`config.mk`:
```
export PLATFORM = sky130hd
export DESIGN_NAME = srl_top
export DESIGN_NICKNAME = d
export VERILOG_FILES = /design/src/verilog/srl_pkg.sv /design/src/verilog/srl_top.sv
export SDC_FILE = /design/constraint.sdc
export NUM_CORES = 1
export LEC_CHECK = 0
export ABC_CLOCK_PERIOD_IN_PS = 4200
export BUFFER_PORTS_ARGS = -buffer_cell sky130_fd_sc_hd__buf_2
export CAP_MARGIN = 0
export CORE_UTILIZATION = 53
export DETAILED_ROUTE_END_ITERATION = 8
export PLACE_DENSITY_LB_ADDON = 0.08
export SLEW_MARGIN = 5
export SYNTH_ARGS = -nofsm -noshare
export SYNTH_HDL_FRONTEND = slang
export SYNTH_SLANG_ARGS = --single-unit
```
`constraint.sdc`:
```
create_clock -name core_clk_i -period 4.2 [get_ports core_clk_i]
set_input_delay 0.21 -clock core_clk_i [delete_from_list [all_inputs] [get_ports core_clk_i]]
set_output_delay 0.21 -clock core_clk_i [all_outputs]
set_load 0.1 [all_outputs]
```
`src/verilog/srl_pkg.sv`:
```
// srl_pkg: constants, register map and carrier types of the set-reset latch control
// assumes a 32-bit axi4-lite master and one 10 MHz core clock
// Functional notes
// - bit 7 enables or disables the latch
// - divider code picks pulse every 4..512 clocks
// - enabled with true enable drives true pin
// - true enable clear hides true output
// - enabled with inverted enable drives inverted pin
// - writing one pulses set for one clock
// - writing one pulses reset for one clock
// - set and reset pulse bits read zero
// - reset wins when set and reset high
// - enable bits route sources to set, reset
// - latch state after reset is undefined
`default_nettype none
package srl_pkg;
	localparam logic [7:0] SRL_CTRL0_OFS = 8'h00; // latch_control_zero
	localparam logic [7:0] SRL_SRCSEL_OFS = 8'h04; // latch_source_select
	localparam logic [7:0] SRL_STAT_OFS = 8'h08; // latch state readback
	localparam logic [7:0] SRL_CTRL0_RST = 8'h00;
	localparam logic [7:0] SRL_SRCSEL_RST = 8'h00;
	localparam int SRL_EN_BIT = 7;
	localparam int SRL_DIV_LSB = 4;
	localparam int SRL_QEN_BIT = 3;
	localparam int SRL_NQEN_BIT = 2;
	localparam int SRL_PSET_BIT = 1;
	localparam int SRL_PRST_BIT = 0;
	localparam int SRL_DIV_MIN_LOG2 = 2; // code 000 divides by 4
	localparam logic [1:0] SRL_RESP_OKAY = 2'b00;
	localparam logic [1:0] SRL_RESP_SLVERR = 2'b10;
	localparam int SRL_DIVCNT_W = 9;

	// latch source inputs, already in the core clock domain
	typedef struct packed {
		logic pin;
		logic clk_pulse;
		logic cmp2;
		logic cmp1;
	} srl_src_type;

	// latch pins with output enables
	typedef struct packed {
		logic true_out;
		logic true_oe;
		logic inv_out;
		logic inv_oe;
	} srl_pins_type;
endpackage : srl_pkg
`default_nettype wire

```
`src/verilog/srl_top.sv`:
```
// srl_top: set-reset latch with control registers behind an axi4-lite slave
// assumes comparator inputs are synchronous to core_clk_i; the pin input is not
//
// Decided for this implementation: the AXI4-Lite register port and the register addresses.
`timescale 1ns/1ns
`default_nettype none
module srl_top (
	input wire logic core_clk_i, // 10 MHz core clock
	input wire logic arst_n_i, // async reset, active low
	input wire logic [7:0] s_axi_awaddr_i, // write address
	input wire logic s_axi_awvalid_i, // write address valid
	output logic s_axi_awready_o, // write address ready
	input wire logic [31:0] s_axi_wdata_i, // write data
	input wire logic [3:0] s_axi_wstrb_i, // write strobes
	input wire logic s_axi_wvalid_i, // write data valid
	output logic s_axi_wready_o, // write data ready
	output logic [1:0] s_axi_bresp_o, // write response
	output logic s_axi_bvalid_o, // write response valid
	input wire logic s_axi_bready_i, // write response ready
	input wire logic [7:0] s_axi_araddr_i, // read address
	input wire logic s_axi_arvalid_i, // read address valid
	output logic s_axi_arready_o, // read address ready
	output logic [31:0] s_axi_rdata_o, // read data
	output logic [1:0] s_axi_rresp_o, // read response
	output logic s_axi_rvalid_o, // read data valid
	input wire logic s_axi_rready_i, // read data ready
	input wire logic latch_input_pin_i, // external latch input pin
	input wire logic cmp1_out_i, // comparator 1 output, synchronous
	input wire logic cmp2_out_i, // comparator 2 output, synchronous
	output srl_pkg::srl_pins_type pins_o // true and inverted pins with enables
);
	import srl_pkg::*;

	logic [7:0] ctrl_r;
	logic [7:0] srcsel_r;
	logic pset_r;
	logic prst_r;
	logic [1:0] pin_sync_r;
	logic [SRL_DIVCNT_W-1:0] div_cnt_r;
	logic div_pulse;
	logic latch_q_r;
	logic set_in;
	logic rst_in;
	srl_src_type src;
	logic aw_held_r;
	logic w_held_r;
	logic [7:0] awaddr_r;
	logic [31:0] wdata_r;
	logic [3:0] wstrb_r;
	logic wr_fire;
	logic latch_en;
	logic [7:0] rd_byte;
	logic rd_hit;

	// pin passes two flops before the latch sees it
	always_ff @(posedge core_clk_i or negedge arst_n_i) begin
		if (!arst_n_i) begin
			pin_sync_r <= 2'h0;
		end else begin
			pin_sync_r <= {pin_sync_r[0], latch_input_pin_i};
		end
	end

	assign latch_en = ctrl_r[SRL_EN_BIT];

	// free-running divider, pulse when the selected low bits are all one
	always_ff @(posedge core_clk_i or negedge arst_n_i) begin
		if (!arst_n_i) begin
			div_cnt_r <= '0;
		end else begin
			div_cnt_r <= div_cnt_r + 1'b1;
		end
	end

	// mask width is code plus two, giving period 4 to 512
	function automatic logic div_hit(input logic [SRL_DIVCNT_W-1:0] cnt, input logic [2:0] code);
		logic [SRL_DIVCNT_W-1:0] mask;
		mask = SRL_DIVCNT_W'((10'h001 << (int'(code) + SRL_DIV_MIN_LOG2)) - 10'h001);
		return (cnt & mask) == mask;
	endfunction

	assign div_pulse = div_hit(div_cnt_r, ctrl_r[SRL_DIV_LSB +: 3]);

	// per-source enables for set (upper nibble) and reset (lower nibble)
	assign src = '{pin: pin_sync_r[1], clk_pulse: div_pulse, cmp2: cmp2_out_i, cmp1: cmp1_out_i};
	assign set_in = pset_r | |(srcsel_r[7:4] & src);
	assign rst_in = prst_r | |(srcsel_r[3:0] & src);

	// latch state is not reset; firmware initialises it
	always_ff @(posedge core_clk_i) begin
		if (rst_in) begin
			latch_q_r <= 1'b0;
		end else if (set_in) begin
			latch_q_r <= 1'b1;
		end
	end

	// outputs only while latch enabled and each enable set
	always_ff @(posedge core_clk_i or negedge arst_n_i) begin
		if (!arst_n_i) begin
			pins_o <= '0;
		end else begin
			pins_o.true_oe <= latch_en & ctrl_r[SRL_QEN_BIT];
			pins_o.true_out <= latch_en & ctrl_r[SRL_QEN_BIT] & latch_q_r;
			pins_o.inv_oe <= latch_en & ctrl_r[SRL_NQEN_BIT];
			pins_o.inv_out <= latch_en & ctrl_r[SRL_NQEN_BIT] & ~latch_q_r;
		end
	end

	// write channel: address and data caught in either order
	assign s_axi_awready_o = ~aw_held_r & ~s_axi_bvalid_o;
	assign s_axi_wready_o = ~w_held_r & ~s_axi_bvalid_o;
	assign wr_fire = aw_held_r & w_held_r & ~s_axi_bvalid_o;

	always_ff @(posedge core_clk_i or negedge arst_n_i) begin
		if (!arst_n_i) begin
			aw_held_r <= 1'b0;
			w_held_r <= 1'b0;
			awaddr_r <= 8'h00;
			wdata_r <= 32'h0000_0000;
			wstrb_r <= 4'h0;
		end else begin
			if (s_axi_awvalid_i && s_axi_awready_o) begin
				aw_held_r <= 1'b1;
				awaddr_r <= s_axi_awaddr_i;
			end else if (wr_fire) begin
				aw_held_r <= 1'b0;
			end
			if (s_axi_wvalid_i && s_axi_wready_o) begin
				w_held_r <= 1'b1;
				wdata_r <= s_axi_wdata_i;
				wstrb_r <= s_axi_wstrb_i;
			end else if (wr_fire) begin
				w_held_r <= 1'b0;
			end
		end
	end

	// write response one cycle after both halves are held
	always_ff @(posedge core_clk_i or negedge arst_n_i) begin
		if (!arst_n_i) begin
			s_axi_bvalid_o <= 1'b0;
			s_axi_bresp_o <= SRL_RESP_OKAY;
		end else if (wr_fire) begin
			s_axi_bvalid_o <= 1'b1;
			s_axi_bresp_o <= (awaddr_r[7:2] == SRL_CTRL0_OFS[7:2] ||
				awaddr_r[7:2] == SRL_SRCSEL_OFS[7:2] ||
				awaddr_r[7:2] == SRL_STAT_OFS[7:2]) ? SRL_RESP_OKAY : SRL_RESP_SLVERR;
		end else if (s_axi_bready_i) begin
			s_axi_bvalid_o <= 1'b0;
		end
	end

	// control registers; pulse bits never stored in ctrl_r
	always_ff @(posedge core_clk_i or negedge arst_n_i) begin
		if (!arst_n_i) begin
			ctrl_r <= SRL_CTRL0_RST;
			srcsel_r <= SRL_SRCSEL_RST;
		end else if (wr_fire && wstrb_r[0]) begin
			if (awaddr_r[7:2] == SRL_CTRL0_OFS[7:2]) begin
				ctrl_r <= {wdata_r[7:2], 2'b00};
			end
			if (awaddr_r[7:2] == SRL_SRCSEL_OFS[7:2]) begin
				srcsel_r <= wdata_r[7:0];
			end
		end
	end

	// self-clearing pulses, one core clock wide
	always_ff @(posedge core_clk_i or negedge arst_n_i) begin
		if (!arst_n_i) begin
			pset_r <= 1'b0;
			prst_r <= 1'b0;
		end else begin
			pset_r <= wr_fire & wstrb_r[0] & (awaddr_r[7:2] == SRL_CTRL0_OFS[7:2]) &
				wdata_r[SRL_PSET_BIT];
			prst_r <= wr_fire & wstrb_r[0] & (awaddr_r[7:2] == SRL_CTRL0_OFS[7:2]) &
				wdata_r[SRL_PRST_BIT];
		end
	end

	// read mux; pulse bits read zero since ctrl_r never holds them
	always_comb begin
		rd_hit = 1'b1;
		rd_byte = 8'h00;
		case (s_axi_araddr_i[7:2])
			SRL_CTRL0_OFS[7:2]: rd_byte = ctrl_r;
			SRL_SRCSEL_OFS[7:2]: rd_byte = srcsel_r;
			SRL_STAT_OFS[7:2]: rd_byte = {7'h00, latch_q_r};
			default: rd_hit = 1'b0;
		endcase
	end

	assign s_axi_arready_o = ~s_axi_rvalid_o;

	// read answer one cycle after the address is taken
	always_ff @(posedge core_clk_i or negedge arst_n_i) begin
		if (!arst_n_i) begin
			s_axi_rvalid_o <= 1'b0;
			s_axi_rdata_o <= 32'h0000_0000;
			s_axi_rresp_o <= SRL_RESP_OKAY;
		end else if (s_axi_arvalid_i && s_axi_arready_o) begin
			s_axi_rvalid_o <= 1'b1;
			s_axi_rdata_o <= {24'h000000, rd_byte};
			s_axi_rresp_o <= rd_hit ? SRL_RESP_OKAY : SRL_RESP_SLVERR;
		end else if (s_axi_rready_i) begin
			s_axi_rvalid_o <= 1'b0;
		end
	end

	// checks beside the logic; latch state is unknown until firmware sets or clears it

	a_reset_dominant: assert property (@(posedge core_clk_i) disable iff (!arst_n_i)
		rst_in |=> !latch_q_r) else $error("reset input did not clear latch");

	a_set_takes: assert property (@(posedge core_clk_i) disable iff (!arst_n_i)
		set_in && !rst_in |=> latch_q_r) else $error("set input did not set latch");

	a_pulse_width: assert property (@(posedge core_clk_i) disable iff (!arst_n_i)
		pset_r |=> !pset_r) else $error("set pulse longer than one clock");

	a_rpulse_width: assert property (@(posedge core_clk_i) disable iff (!arst_n_i)
		$rose(prst_r) |=> !prst_r) else $error("reset pulse longer than one clock");

	// pulse bits of control read zero
	a_pulse_read_zero: assert property (@(posedge core_clk_i) disable iff (!arst_n_i)
		$rose(s_axi_rvalid_o) && $past(s_axi_araddr_i[7:2]) == SRL_CTRL0_OFS[7:2] |->
		s_axi_rdata_o[1:0] == 2'b00) else $error("pulse bits read back nonzero");

	a_true_hidden: assert property (@(posedge core_clk_i) disable iff (!arst_n_i)
		!ctrl_r[SRL_QEN_BIT] |=> !pins_o.true_oe && !pins_o.true_out)
		else $error("true output shown while disabled");

	a_true_drive: assert property (@(posedge core_clk_i) disable iff (!arst_n_i)
		latch_en && ctrl_r[SRL_QEN_BIT] |=> pins_o.true_oe && pins_o.true_out == $past(latch_q_r))
		else $error("true pin does not follow latch");

	a_inv_drive: assert property (@(posedge core_clk_i) disable iff (!arst_n_i)
		latch_en && ctrl_r[SRL_NQEN_BIT] |=> pins_o.inv_oe && pins_o.inv_out == !$past(latch_q_r))
		else $error("inverted pin does not follow latch");

	a_disable_all: assert property (@(posedge core_clk_i) disable iff (!arst_n_i)
		!latch_en |=> !pins_o.true_oe && !pins_o.inv_oe) else $error("pins enabled while off");

	// code 000 gives period four while the code stays
	a_div_period: assert property (@(posedge core_clk_i) disable iff (!arst_n_i)
		div_pulse && ctrl_r[6:4] == 3'h0 && $stable(ctrl_r) |=>
		!div_pulse [*3] ##1 (div_pulse || ctrl_r[6:4] != 3'h0))
		else $error("divider period wrong for code 000");

	a_src_route: assert property (@(posedge core_clk_i) disable iff (!arst_n_i)
		srcsel_r[4] && cmp1_out_i |-> set_in) else $error("comparator 1 not routed to set");

	a_cmp2_route: assert property (@(posedge core_clk_i) disable iff (!arst_n_i)
		srcsel_r[1] && cmp2_out_i |-> rst_in) else $error("comparator 2 not routed to reset");

	a_pin_route: assert property (@(posedge core_clk_i) disable iff (!arst_n_i)
		srcsel_r[3] && pin_sync_r[1] |-> rst_in) else $error("pin not routed to reset");

	a_div_route: assert property (@(posedge core_clk_i) disable iff (!arst_n_i)
		srcsel_r[6] && div_pulse |-> set_in) else $error("divider not routed to set");

	a_no_source: assert property (@(posedge core_clk_i) disable iff (!arst_n_i)
		!pset_r && srcsel_r[7:4] == 4'h0 |-> !set_in) else $error("set without a source");

	a_pset_drive: assert property (@(posedge core_clk_i) disable iff (!arst_n_i)
		pset_r |-> set_in) else $error("set pulse not on set input");

	a_prst_drive: assert property (@(posedge core_clk_i) disable iff (!arst_n_i)
		prst_r |-> rst_in) else $error("reset pulse not on reset input");

	a_inv_hidden: assert property (@(posedge core_clk_i) disable iff (!arst_n_i)
		!ctrl_r[SRL_NQEN_BIT] |=> !pins_o.inv_oe && !pins_o.inv_out)
		else $error("inverted output shown while disabled");

	// write answer stands until taken
	a_bvalid_hold: assert property (@(posedge core_clk_i) disable iff (!arst_n_i)
		s_axi_bvalid_o && !s_axi_bready_i |=> s_axi_bvalid_o && $stable(s_axi_bresp_o))
		else $error("write response dropped early");

	// read answer stands until taken
	a_rvalid_hold: assert property (@(posedge core_clk_i) disable iff (!arst_n_i)
		s_axi_rvalid_o && !s_axi_rready_i |=> s_axi_rvalid_o && $stable(s_axi_rdata_o))
		else $error("read data dropped early");
endmodule // srl_top
`default_nettype wire
```
Word level (Yosys, flattened, before mapping)
Cells that the tools add are included.
Storage, ports and cells
  register bits after elaboration: 65
  word-level logic and storage cells: 80
Operators by class
  $add $sub $neg: 3
  equal/unequal tests: 5
  shifts and indexed selects: 1
  multiplexer cells: 11
  bitwise operators: 22
  reduce and logical (&&, ||, !) cells: 17
Operators with widths (count)
  $pmux W8 S3: 1
  $and A1 B1 Y1: 12
  $eq A6 B1 Y1 const B: 2
  $eq A6 B2 Y1 const B: 2
  $logic_not A6 Y1: 2
  $add A9 B1 Y9 const B: 1
  $and A9 B9 Y9: 1
  $eq A9 B9 Y1: 1
  $shl A1 B4 Y9 const A: 1
  $sub A9 B1 Y9 const B: 1
  $and A4 B4 Y4: 2
  $mux W1: 8
  $reduce_bool A2 Y1: 4
  $reduce_or A4 Y1: 2
  $not A1 Y1: 5
  $add A3 B2 Y4 const B: 1
  $logic_and A1 B1 Y1: 4
  $mux W2: 2
  $reduce_and A2 Y1: 2
  $reduce_or A3 Y1: 1
  $logic_or A1 B1 Y1: 2
  $or A1 B1 Y1: 2

Depth between registers and ports, before layout
Gate-level depths: netlist of the first run.
  word-level depth: 8
  depth in mapped cells: 9

Worst setup path after synthesis of the first run
No wires, ideal clock.
  kind: flip-flop to flip-flop
  from: reg s_axi_bvalid_o
  to: reg awaddr_r[3]
  setup time: 125 ps
  data arrival time: 3057 ps
  required time: 4075 ps
  slack: 1018 ps
  stages on the path, launching flop included: 5
  cell sequence: dfrtp_1 > nor2_1 > and2_1 > clkbuf_1 > mux2_2
Between the ends
  longest elaborated chain between the ends: 3
Ends and longest elaborated chain
  start, declared: line srl_top.sv:18  | output logic s_axi_bvalid_o,
  start signal, assigned: line srl_top.sv:142  | s_axi_bvalid_o <= 1'b0;
  start signal, assigned: line srl_top.sv:145  | s_axi_bvalid_o <= 1'b1;
  start signal, assigned: line srl_top.sv:150  | s_axi_bvalid_o <= 1'b0;
  $not A1 Y1: line srl_top.sv:111  | assign s_axi_awready_o = ~aw_held_r & ~s_axi_bvalid_o;
  $and A1 B1 Y1: line srl_top.sv:111
  net s_axi_awready_o: line srl_top.sv:12  | output logic s_axi_awready_o,
  $logic_and A1 B1 Y1: line srl_top.sv:123  | if (s_axi_awvalid_i && s_axi_awready_o) begin
  end signal, assigned: line srl_top.sv:125  | awaddr_r <= s_axi_awaddr_i;
  end, declared: line srl_top.sv:47  | logic [7:0] awaddr_r;
The timed path passes the listed nets, and every way through them passes these cells.
A chain may end at the register's enable or synchronous reset.

Worst setup path after layout of the first run
  from: reg ctrl_r[5]
  to: reg latch_q_r
Between the ends
  longest elaborated chain between the ends: 8
  elaborated cells on any way between the ends: 11
  classes of those cells: add/sub (2); eq/ne (1); shift (1); bitwise (5); reduce/logical (2)
Ends and longest elaborated chain
  start, declared: line srl_top.sv:34  | logic [7:0] ctrl_r;
  start signal, assigned: line srl_top.sv:161  | ctrl_r <= {wdata_r[7:2], 2'b00};
  $add A3 B2 Y4 (*): line srl_top.sv:78  | mask = SRL_DIVCNT_W'((10'h001 << (int'(code) + SRL_DIV_MIN_LOG2)) - 10'h001);
  $shl A1 B4 Y9 (*): line srl_top.sv:78
  $sub A9 B1 Y9 (*): line srl_top.sv:78
  $and A9 B9 Y9: line srl_top.sv:79  | return (cnt & mask) == mask;
  $eq A9 B9 Y1 (*): line srl_top.sv:79
  $and A4 B4 Y4, on equally long branches: line srl_top.sv:86, srl_top.sv:87
  $reduce_or A4 Y1, on equally long branches: line srl_top.sv:86, srl_top.sv:87
  $or A1 B1 Y1, on equally long branches: line srl_top.sv:86, srl_top.sv:87
  end signal, assigned: line srl_top.sv:92  | latch_q_r <= 1'b0;
  end signal, assigned: line srl_top.sv:94  | latch_q_r <= 1'b1;
  end, declared: line srl_top.sv:41  | logic latch_q_r;
Mark *: on every way between the ends. The rest lies on a longest branch, timed or not.

==> results of run 1 <==
[cells in the final DEF (no fill, tap or decap), types with 7 or more instances in the layout]
cell / synthesis / final
dfrtp_1: 60 / 60
conb_1: 1 / 26
mux2_4: 8 / 8
o21ai_0: 11 / 11
mux2_2: 20 / 20
and2_1: 7 / 7
inv_1: 7 / 7
buf_2: 1 / 49
nand2_1: 13 / 13
clkbuf_8: 1 / 10
[worst max path at each step]
| stage | from | to | cells past startpoint |
|---|---|---|---|
| after CTS | ctrl_r[5]$_DFFE_PN0P_ | latch_q_r$_SDFFE_PP0P_ | 8 |
| after global placement | ctrl_r[5]$_DFFE_PN0P_ | latch_q_r$_SDFFE_PP0P_ | 8 |
| after global routing | ctrl_r[5]$_DFFE_PN0P_ | latch_q_r$_SDFFE_PP0P_ | 8 |
| after floorplan | s_axi_bvalid_o$_DFFE_PN0P_ | awaddr_r[3]$_DFFE_PN0P_ | 4 |
| after detailed placement | ctrl_r[5]$_DFFE_PN0P_ | latch_q_r$_SDFFE_PP0P_ | 8 |
| final | ctrl_r[5]$_DFFE_PN0P_ | latch_q_r$_SDFFE_PP0P_ | 8 |
[flip-flops by register name (all words and copies together) (netlist names), 2 cells and up]
register and count:
ctrl_r 6, pin_sync_r 2, awaddr_r 6, pins_o 4
srcsel_r 8, s_axi_rdata_o 8, div_cnt_r 9, wdata_r 8
[layer usage]
metal  global-route usage  vias to the layer above
li1                     -                      888
met2                0.274                       59
met4               0.0926                        0
met5                    0                        -
met3               0.0582                        2
met1                0.250                      858
[per-stage QoR]
stage / worst slack [ns] / hold WS (ns) / util / instance area (µm²)
6_report: 1.71 / 0.0573 / 0.629 / 3260
5_1_grt: 1.53 / 0.0549 / 0.629 / 3260
4_1_cts: 1.70 / 0.0381 / 0.629 / 3260
3_5_place_dp: 1.71 / 0.141 / 0.595 / 3080
3_3_place_gp: 1.74 / 0.138 / 0.595 / 3080
2_1_floorplan: 1.02 / -0.0856 / - / 2980
[kinds of logic (layout without fill, tap and decap cells)]
kind of cell | count (synthesis) | in the layout | share of synthesized area
DFF | 61 | 61 | 0.526
adders and majority gates | 3 | 3 | 0.0130
xor gates and xnor gates | 8 | 8 | 0.0242
other | 1 | 26 | 0.00130
AOI/OAI and AO/OA | 35 | 35 | 0.0879
and+or+nand+nor | 54 | 54 | 0.112
muxes | 34 | 34 | 0.140
buffers and inverters | 40 | 74 | 0.0948
[worst max-delay path, delay by kind of cell (launching register included)]
family,cells,cell delay [ns]
and+or+nand+nor,2,0.29
AOI/OAI and AO/OA,4,0.83
DFF,1,0.53
adders and majority gates,2,0.76
[area by class of cell]
| type | count | area, µm² | share of cell area |
|---|---|---|---|
| well taps | 70 | 87.6 | 0.0269 |
| clock buffers | 13 | 149 | 0.0457 |
| clock inverters | 2 | 10.0 | 0.00307 |
| flip-flops and latches | 61 | 1520 | 0.467 |
| multi-input cells | 160 | 1190 | 0.365 |
| inverters | 7 | 26.3 | 0.00807 |
| repair buffers | 52 | 273 | 0.0838 |
[report_power, final]
part / total (mW) / internal, mW / switching, mW / leakage, nW
registers: 0.886 / 0.745 / 0.141 / 0.777
logic: 0.833 / 0.308 / 0.524 / 0.768
clock network: 0.424 / 0.225 / 0.198 / 0.0833
total: 2.14 / 1.28 / 0.863 / 1.63
==> results.cfg, run 1 <==
[finish]
final_cells = 365
nFillCells = 436
finalNetCount = 356
drive_gt1_frac = 0.339
area_growth_pct = 12.6
diodes = 0

[floorplan]
pin_count = 107
dieArea_um2 = 5750
die_h_um = 75.8
row_count = 26
die_w_um = 75.8
core_area_um2 = 5170
start_util = 0.559

[logic_synthesis]
synth-seq-cells = 61
synth_area_per_cell_um2 = 12.2
async_flop_share = 0.984
synth_edf_count = 0
syn_area_um2 = 2890
synth.most_common_cell = dfrtp_1
seq_area_frac_synth = 0.526
netlist_instances = 236
synth.top_cells.by_count = 60 x dfrtp_1, 26 x buf_4, 20 x mux2_2
ys.flop_type = dfrtp_1
synth.top_cells.by_area = dfrtp_1 52%, mux2_2 7.8%, buf_4 6.8%, mux2_4 4.2%, mux2i_1 2.1%
synth_cell_types = 50
synthDominantCellAreaShare = 0.519
synth_top_cell_by_area = dfrtp_1
yosysWarnings = 0

[grt]
antenna_found_initial = 0
grt_max_degree = 45
gr-total-overflow = 0
grt_pass1_wl_um = 7670
grtUsageTotal = 0.186
grt_pass1_vias = 1685

[critical_path]
r2r_slack_ns = 1.71
startpoint_type = flop
crit_chain = ha_1 -> nor2_1 -> nand3_1 -> ha_1 -> o21a_1 -> a221oi_2 -> o2111ai_1 -> a221oi_2
rr_endpoint = latch_q_r$_SDFFE_PP0P_
critical_path_class = flop to flop
worstReg2RegStart = ctrl_r[5]$_DFFE_PN0P_
worstPathRequired_ns = 4.44
cp.arrival_ns = 2.73
worst_path_largest_cell_delay_ns = 0.53
rr_worst_depth = 8
endpoint_kind = flop
cp_max_fo = 14
cp_slowest_cell = dfrtp_1

[min_path]
worstHoldStart = s_axi_bready_i
hold_end = s_axi_bvalid_o$_DFFE_PN0P_
min_path_cells = 2
hold_class = input port to flop

[cts]
cts_setup_buffers = 0
cts_hold_repair.buffers = 2
ctsHtreeMaxLevel = 3
worstSkewPairLatency_ns = 0.32
ctsLongestPathBuffers = 2
cts_root_buf = clkbuf_8
path_clk_slew_ns = 0.06
cts_sinks = 61
cts_buffers = 9
cts_resized = 0
cts_tree = done

[drt]
maxUsedRoutingLayer = met4
viasPerCell = 4.95
vias = 1807
wl_met1_um = 2310
wl_met2_um = 2050
dr.first_iter.drc_count = 105
drc_errors = 0
wl_met3_um = 239
wl_um = 4630
drt_first_pass_iters = 4
ant_nets = 0
avgRoutedWirePerCell_um = 12.7

[timing]
final.period_utilization = 0.593
slew_violations = 0
maxSlewHeadroom = 0.638
fmax_mhz = 402
hold_viol = 0
skew_ns = 0.00566
layout_min_cycle_time_ns = 2.49
grt_setup_unrepaired = false
setup_viol = 0
worst_pin_slew_ns = 0.529
setup_tns_ns = 0

[outcome]
status = completed

[place]
routabilityCongestion = 0.777
place_inst = 348
dp_hpwl_um = 3420
numPortBuffers = 49

[power_and_ir_drop]
leakagePower_nw = 1.63
power_density_nw_per_um2 = 658
ir_worst_vdd_mv = 0.624
finalPower_mw = 2.14

[flow_run]
max_cap_violations = 0
No activity file was read; power rests on OpenSTA's default activity.
==> run 2: changes to the inputs <==
Settings changed: ABC_AREA from default to 1, ABC_CLOCK_PERIOD_IN_PS 4200 to 2440, CORE_UTILIZATION 53 to 49.
Clock period 4.2 ns to 2.44 ns, I/O delays scaled along.
==> run 2 against run 1 <==
Compared with the run above:
- sequential power increased by 65%
- design area grew 5.3%
- area after synthesis increased by 1.0%
- via count rose by 14%
- sequential share of layout area shrank 2.3 points
- largest cell class unchanged
- global-route usage down 1.0 points
- count of clock-buffer cells in the layout fell by 4
- register-to-register slack got worse by 1.4 ns
- worst hold slack got worse by 0.035 ns
==> results.cfg, run 2 <==
[critical_path]
cp.arrival_ns = 2.38
startpoint_type = flop
worstPathRequired_ns = 2.72
cp_slowest_cell = dfrtp_1
crit_chain = ha_1 -> nor2_4 -> nand3_1 -> ha_1 -> nor2_1 -> nor2_1 -> nand3_2 -> nor2_2 -> nand4_1 -> nand2_1 -> inv_1 -> nor2_2
critical_path_class = flop to flop
endpoint_kind = flop
cp_max_fo = 6
worst_path_largest_cell_delay_ns = 0.45

[finish]
final_cells = 450
nFillCells = 525
finalNetCount = 438
layout_commonest_cell = dfrtp_1
largest_reg_flops = 9
drive_gt1_frac = 0.278
area_growth_pct = 17.4
top_register = div_cnt_r
final_cell_area_um2 = 3430
layout_common_cells = 59 x dfrtp_1, 58 x nand2_1, 49 x buf_2, 33 x inv_1
diodes = 0

[place]
postPlaceCellArea_um2 = 3150
dp_hpwl_um = 3620
numPortBuffers = 49
place_inst = 428
routabilityCongestion = 0.759
place_ws_ns = 0.333

[outcome]
status = completed

[power_and_ir_drop]
p_sw_mw = 1.61
leakagePower_nw = 1.81
intPower_mw = 2.19
clockPowerShare = 0.250
pwr-share-seq = 0.385
combPwrFrac = 0.365
p_sw_frac = 0.423
power_density_nw_per_um2 = 1110
ir_worst_vdd_mv = 0.847

[drt]
viasPerCell = 4.60
drc_errors = 0
ant_nets = 0
dr.first_iter.drc_count = 84
wl_um = 4860
drt_first_pass_iters = 4
vias = 2069
avgRoutedWirePerCell_um = 10.8

[logic_synthesis]
ys.flop_type = dfrtp_1
synth-seq-cells = 61
synth.top_cells.by_area = dfrtp_1 51%, nand2_1 7.5%, buf_4 6.7%, inv_1 4.4%, o21ai_2 4.2%
synth.most_common_cell = dfrtp_1
synth_area_per_cell_um2 = 9.39
synth_top_cell_by_area = dfrtp_1
syn_area_um2 = 2920
synthDominantCellAreaShare = 0.514
yosysWarnings = 0
seq_area_frac_synth = 0.521
synth_cell_types = 33
async_flop_share = 0.984
synth.top_cells.by_count = 60 x dfrtp_1, 58 x nand2_1, 34 x inv_1
synth_edf_count = 0
netlist_instances = 311

[grt]
grt_max_degree = 37
grt_pass1_vias = 1912
gr-total-overflow = 0
grtUsageTotal = 0.176
grt_pass1_wl_um = 8270
antenna_found_initial = 0

[timing]
slew_violations = 0
hold_viol = 0
final.period_utilization = 0.862
setup_viol = 0
layout_min_cycle_time_ns = 2.10
maxSlewHeadroom = 0.619
skew_ns = 0.00493
setup_tns_ns = 0
grt_setup_unrepaired = false
hold_ws_ns = 0.0227
timing.final.ws_setup_ns = 0.337
fmax_mhz = 475
worst_pin_slew_ns = 0.572

[cts]
cts_tree = done
path_clk_slew_ns = 0.07
cts_hold_repair.buffers = 6
ctsHtreeMaxLevel = 3
cts_buffers = 9
cts_resized = 0
cts_root_buf = clkbuf_8
cts_sinks = 61
cts_setup_buffers = 0
worstSkewPairLatency_ns = 0.33
ctsLongestPathBuffers = 2

[min_path]
hold_class = input port to flop

[floorplan]
dieArea_um2 = 6270
row_count = 27
die_w_um = 79.2
start_util = 0.518
die_h_um = 79.2
pin_count = 107
core_area_um2 = 5640

[flow_run]
max_cap_violations = 0
[run 2: critical path, delay by kind of cell (launching register included)]
kind | cells | cell delay, ns
buffers and inverters | 1 | 0.05
and+or+nand+nor | 9 | 0.88
DFF | 1 | 0.45
adders and majority gates | 2 | 0.67
[run 2: cell families (layout without fill, tap and decap cells)]
logic type / count (synthesis) / after routing / synth area share
flip-flops: 61 / 61 / 0.521
AND/OR/NAND/NOR: 119 / 119 / 0.191
other: 1 / 26 / 0.00128
multiplexers: 5 / 5 / 0.0193
XOR/XNOR: 7 / 7 / 0.0210
buffers and inverters: 66 / 108 / 0.124
AO/OA/AOI/OAI: 49 / 49 / 0.110
adder cells (fa/ha/maj): 3 / 3 / 0.0129
[run 2: final cells by class]
cell class | count | area [µm²] | share of cell area
clock buffer | 9 | 124 | 0.0361
clock inverter | 7 | 90.1 | 0.0263
inverter | 36 | 139 | 0.0405
multi-input combinational | 209 | 1140 | 0.332
sequential | 61 | 1520 | 0.444
tap | 72 | 90.1 | 0.0263
timing repair buffer | 56 | 325 | 0.0949
[run 2: per-stage QoR]
stage,power (mW),util
5_1_grt,4.03,0.607
3_5_place_dp,2.87,0.559
3_3_place_gp,2.84,0.559
6_report,3.80,0.607
4_1_cts,3.85,0.607
2_1_floorplan,2.65,-
[run 2: per-layer routing]
layer  global-route usage  share of wire  vias to the layer above
met5                    0              0                        -
li1                     -              -                     1072
met3               0.0494          0.062                        2
met1                0.231           0.49                      915
met2                0.263           0.44                       80
met4               0.0982         0.0047                        0
[run 2: power groups by stage]
stage	logic, mW	registers [mW]	clock network [mW]
after floorplan	1.03	1.62	0
after CTS	1.40	1.46	0.986
after global routing	1.51	1.50	1.02
after global placement	1.37	1.47	0
final	1.39	1.46	0.952
after detailed placement	1.39	1.48	0
[run 2: final timing paths]
check | from | to | slack, ns | depth (start not counted)
setup / recovery | ctrl_r[5]$_DFFE_PN0P_ | latch_q_r$_SDFFE_PP0P_ | 0.34 | 12
hold / removal | s_axi_awaddr_i[4] | awaddr_r[4]$_DFFE_PN0P_ | 0.02 | 2
setup reg to reg | ctrl_r[5]$_DFFE_PN0P_ | latch_q_r$_SDFFE_PP0P_ | 0.34 | 12
hold reg to reg | pin_sync_r[0]$_DFF_PN0_ | pin_sync_r[1]$_DFF_PN0_ | 0.35 | 0
max in group asynchronous | arst_n_i | wstrb_r[0]$_DFFE_PN0P_ | 1.55 | 3
min in group asynchronous | arst_n_i | div_cnt_r[5]$_DFF_PN0_ | 0.31 | 2
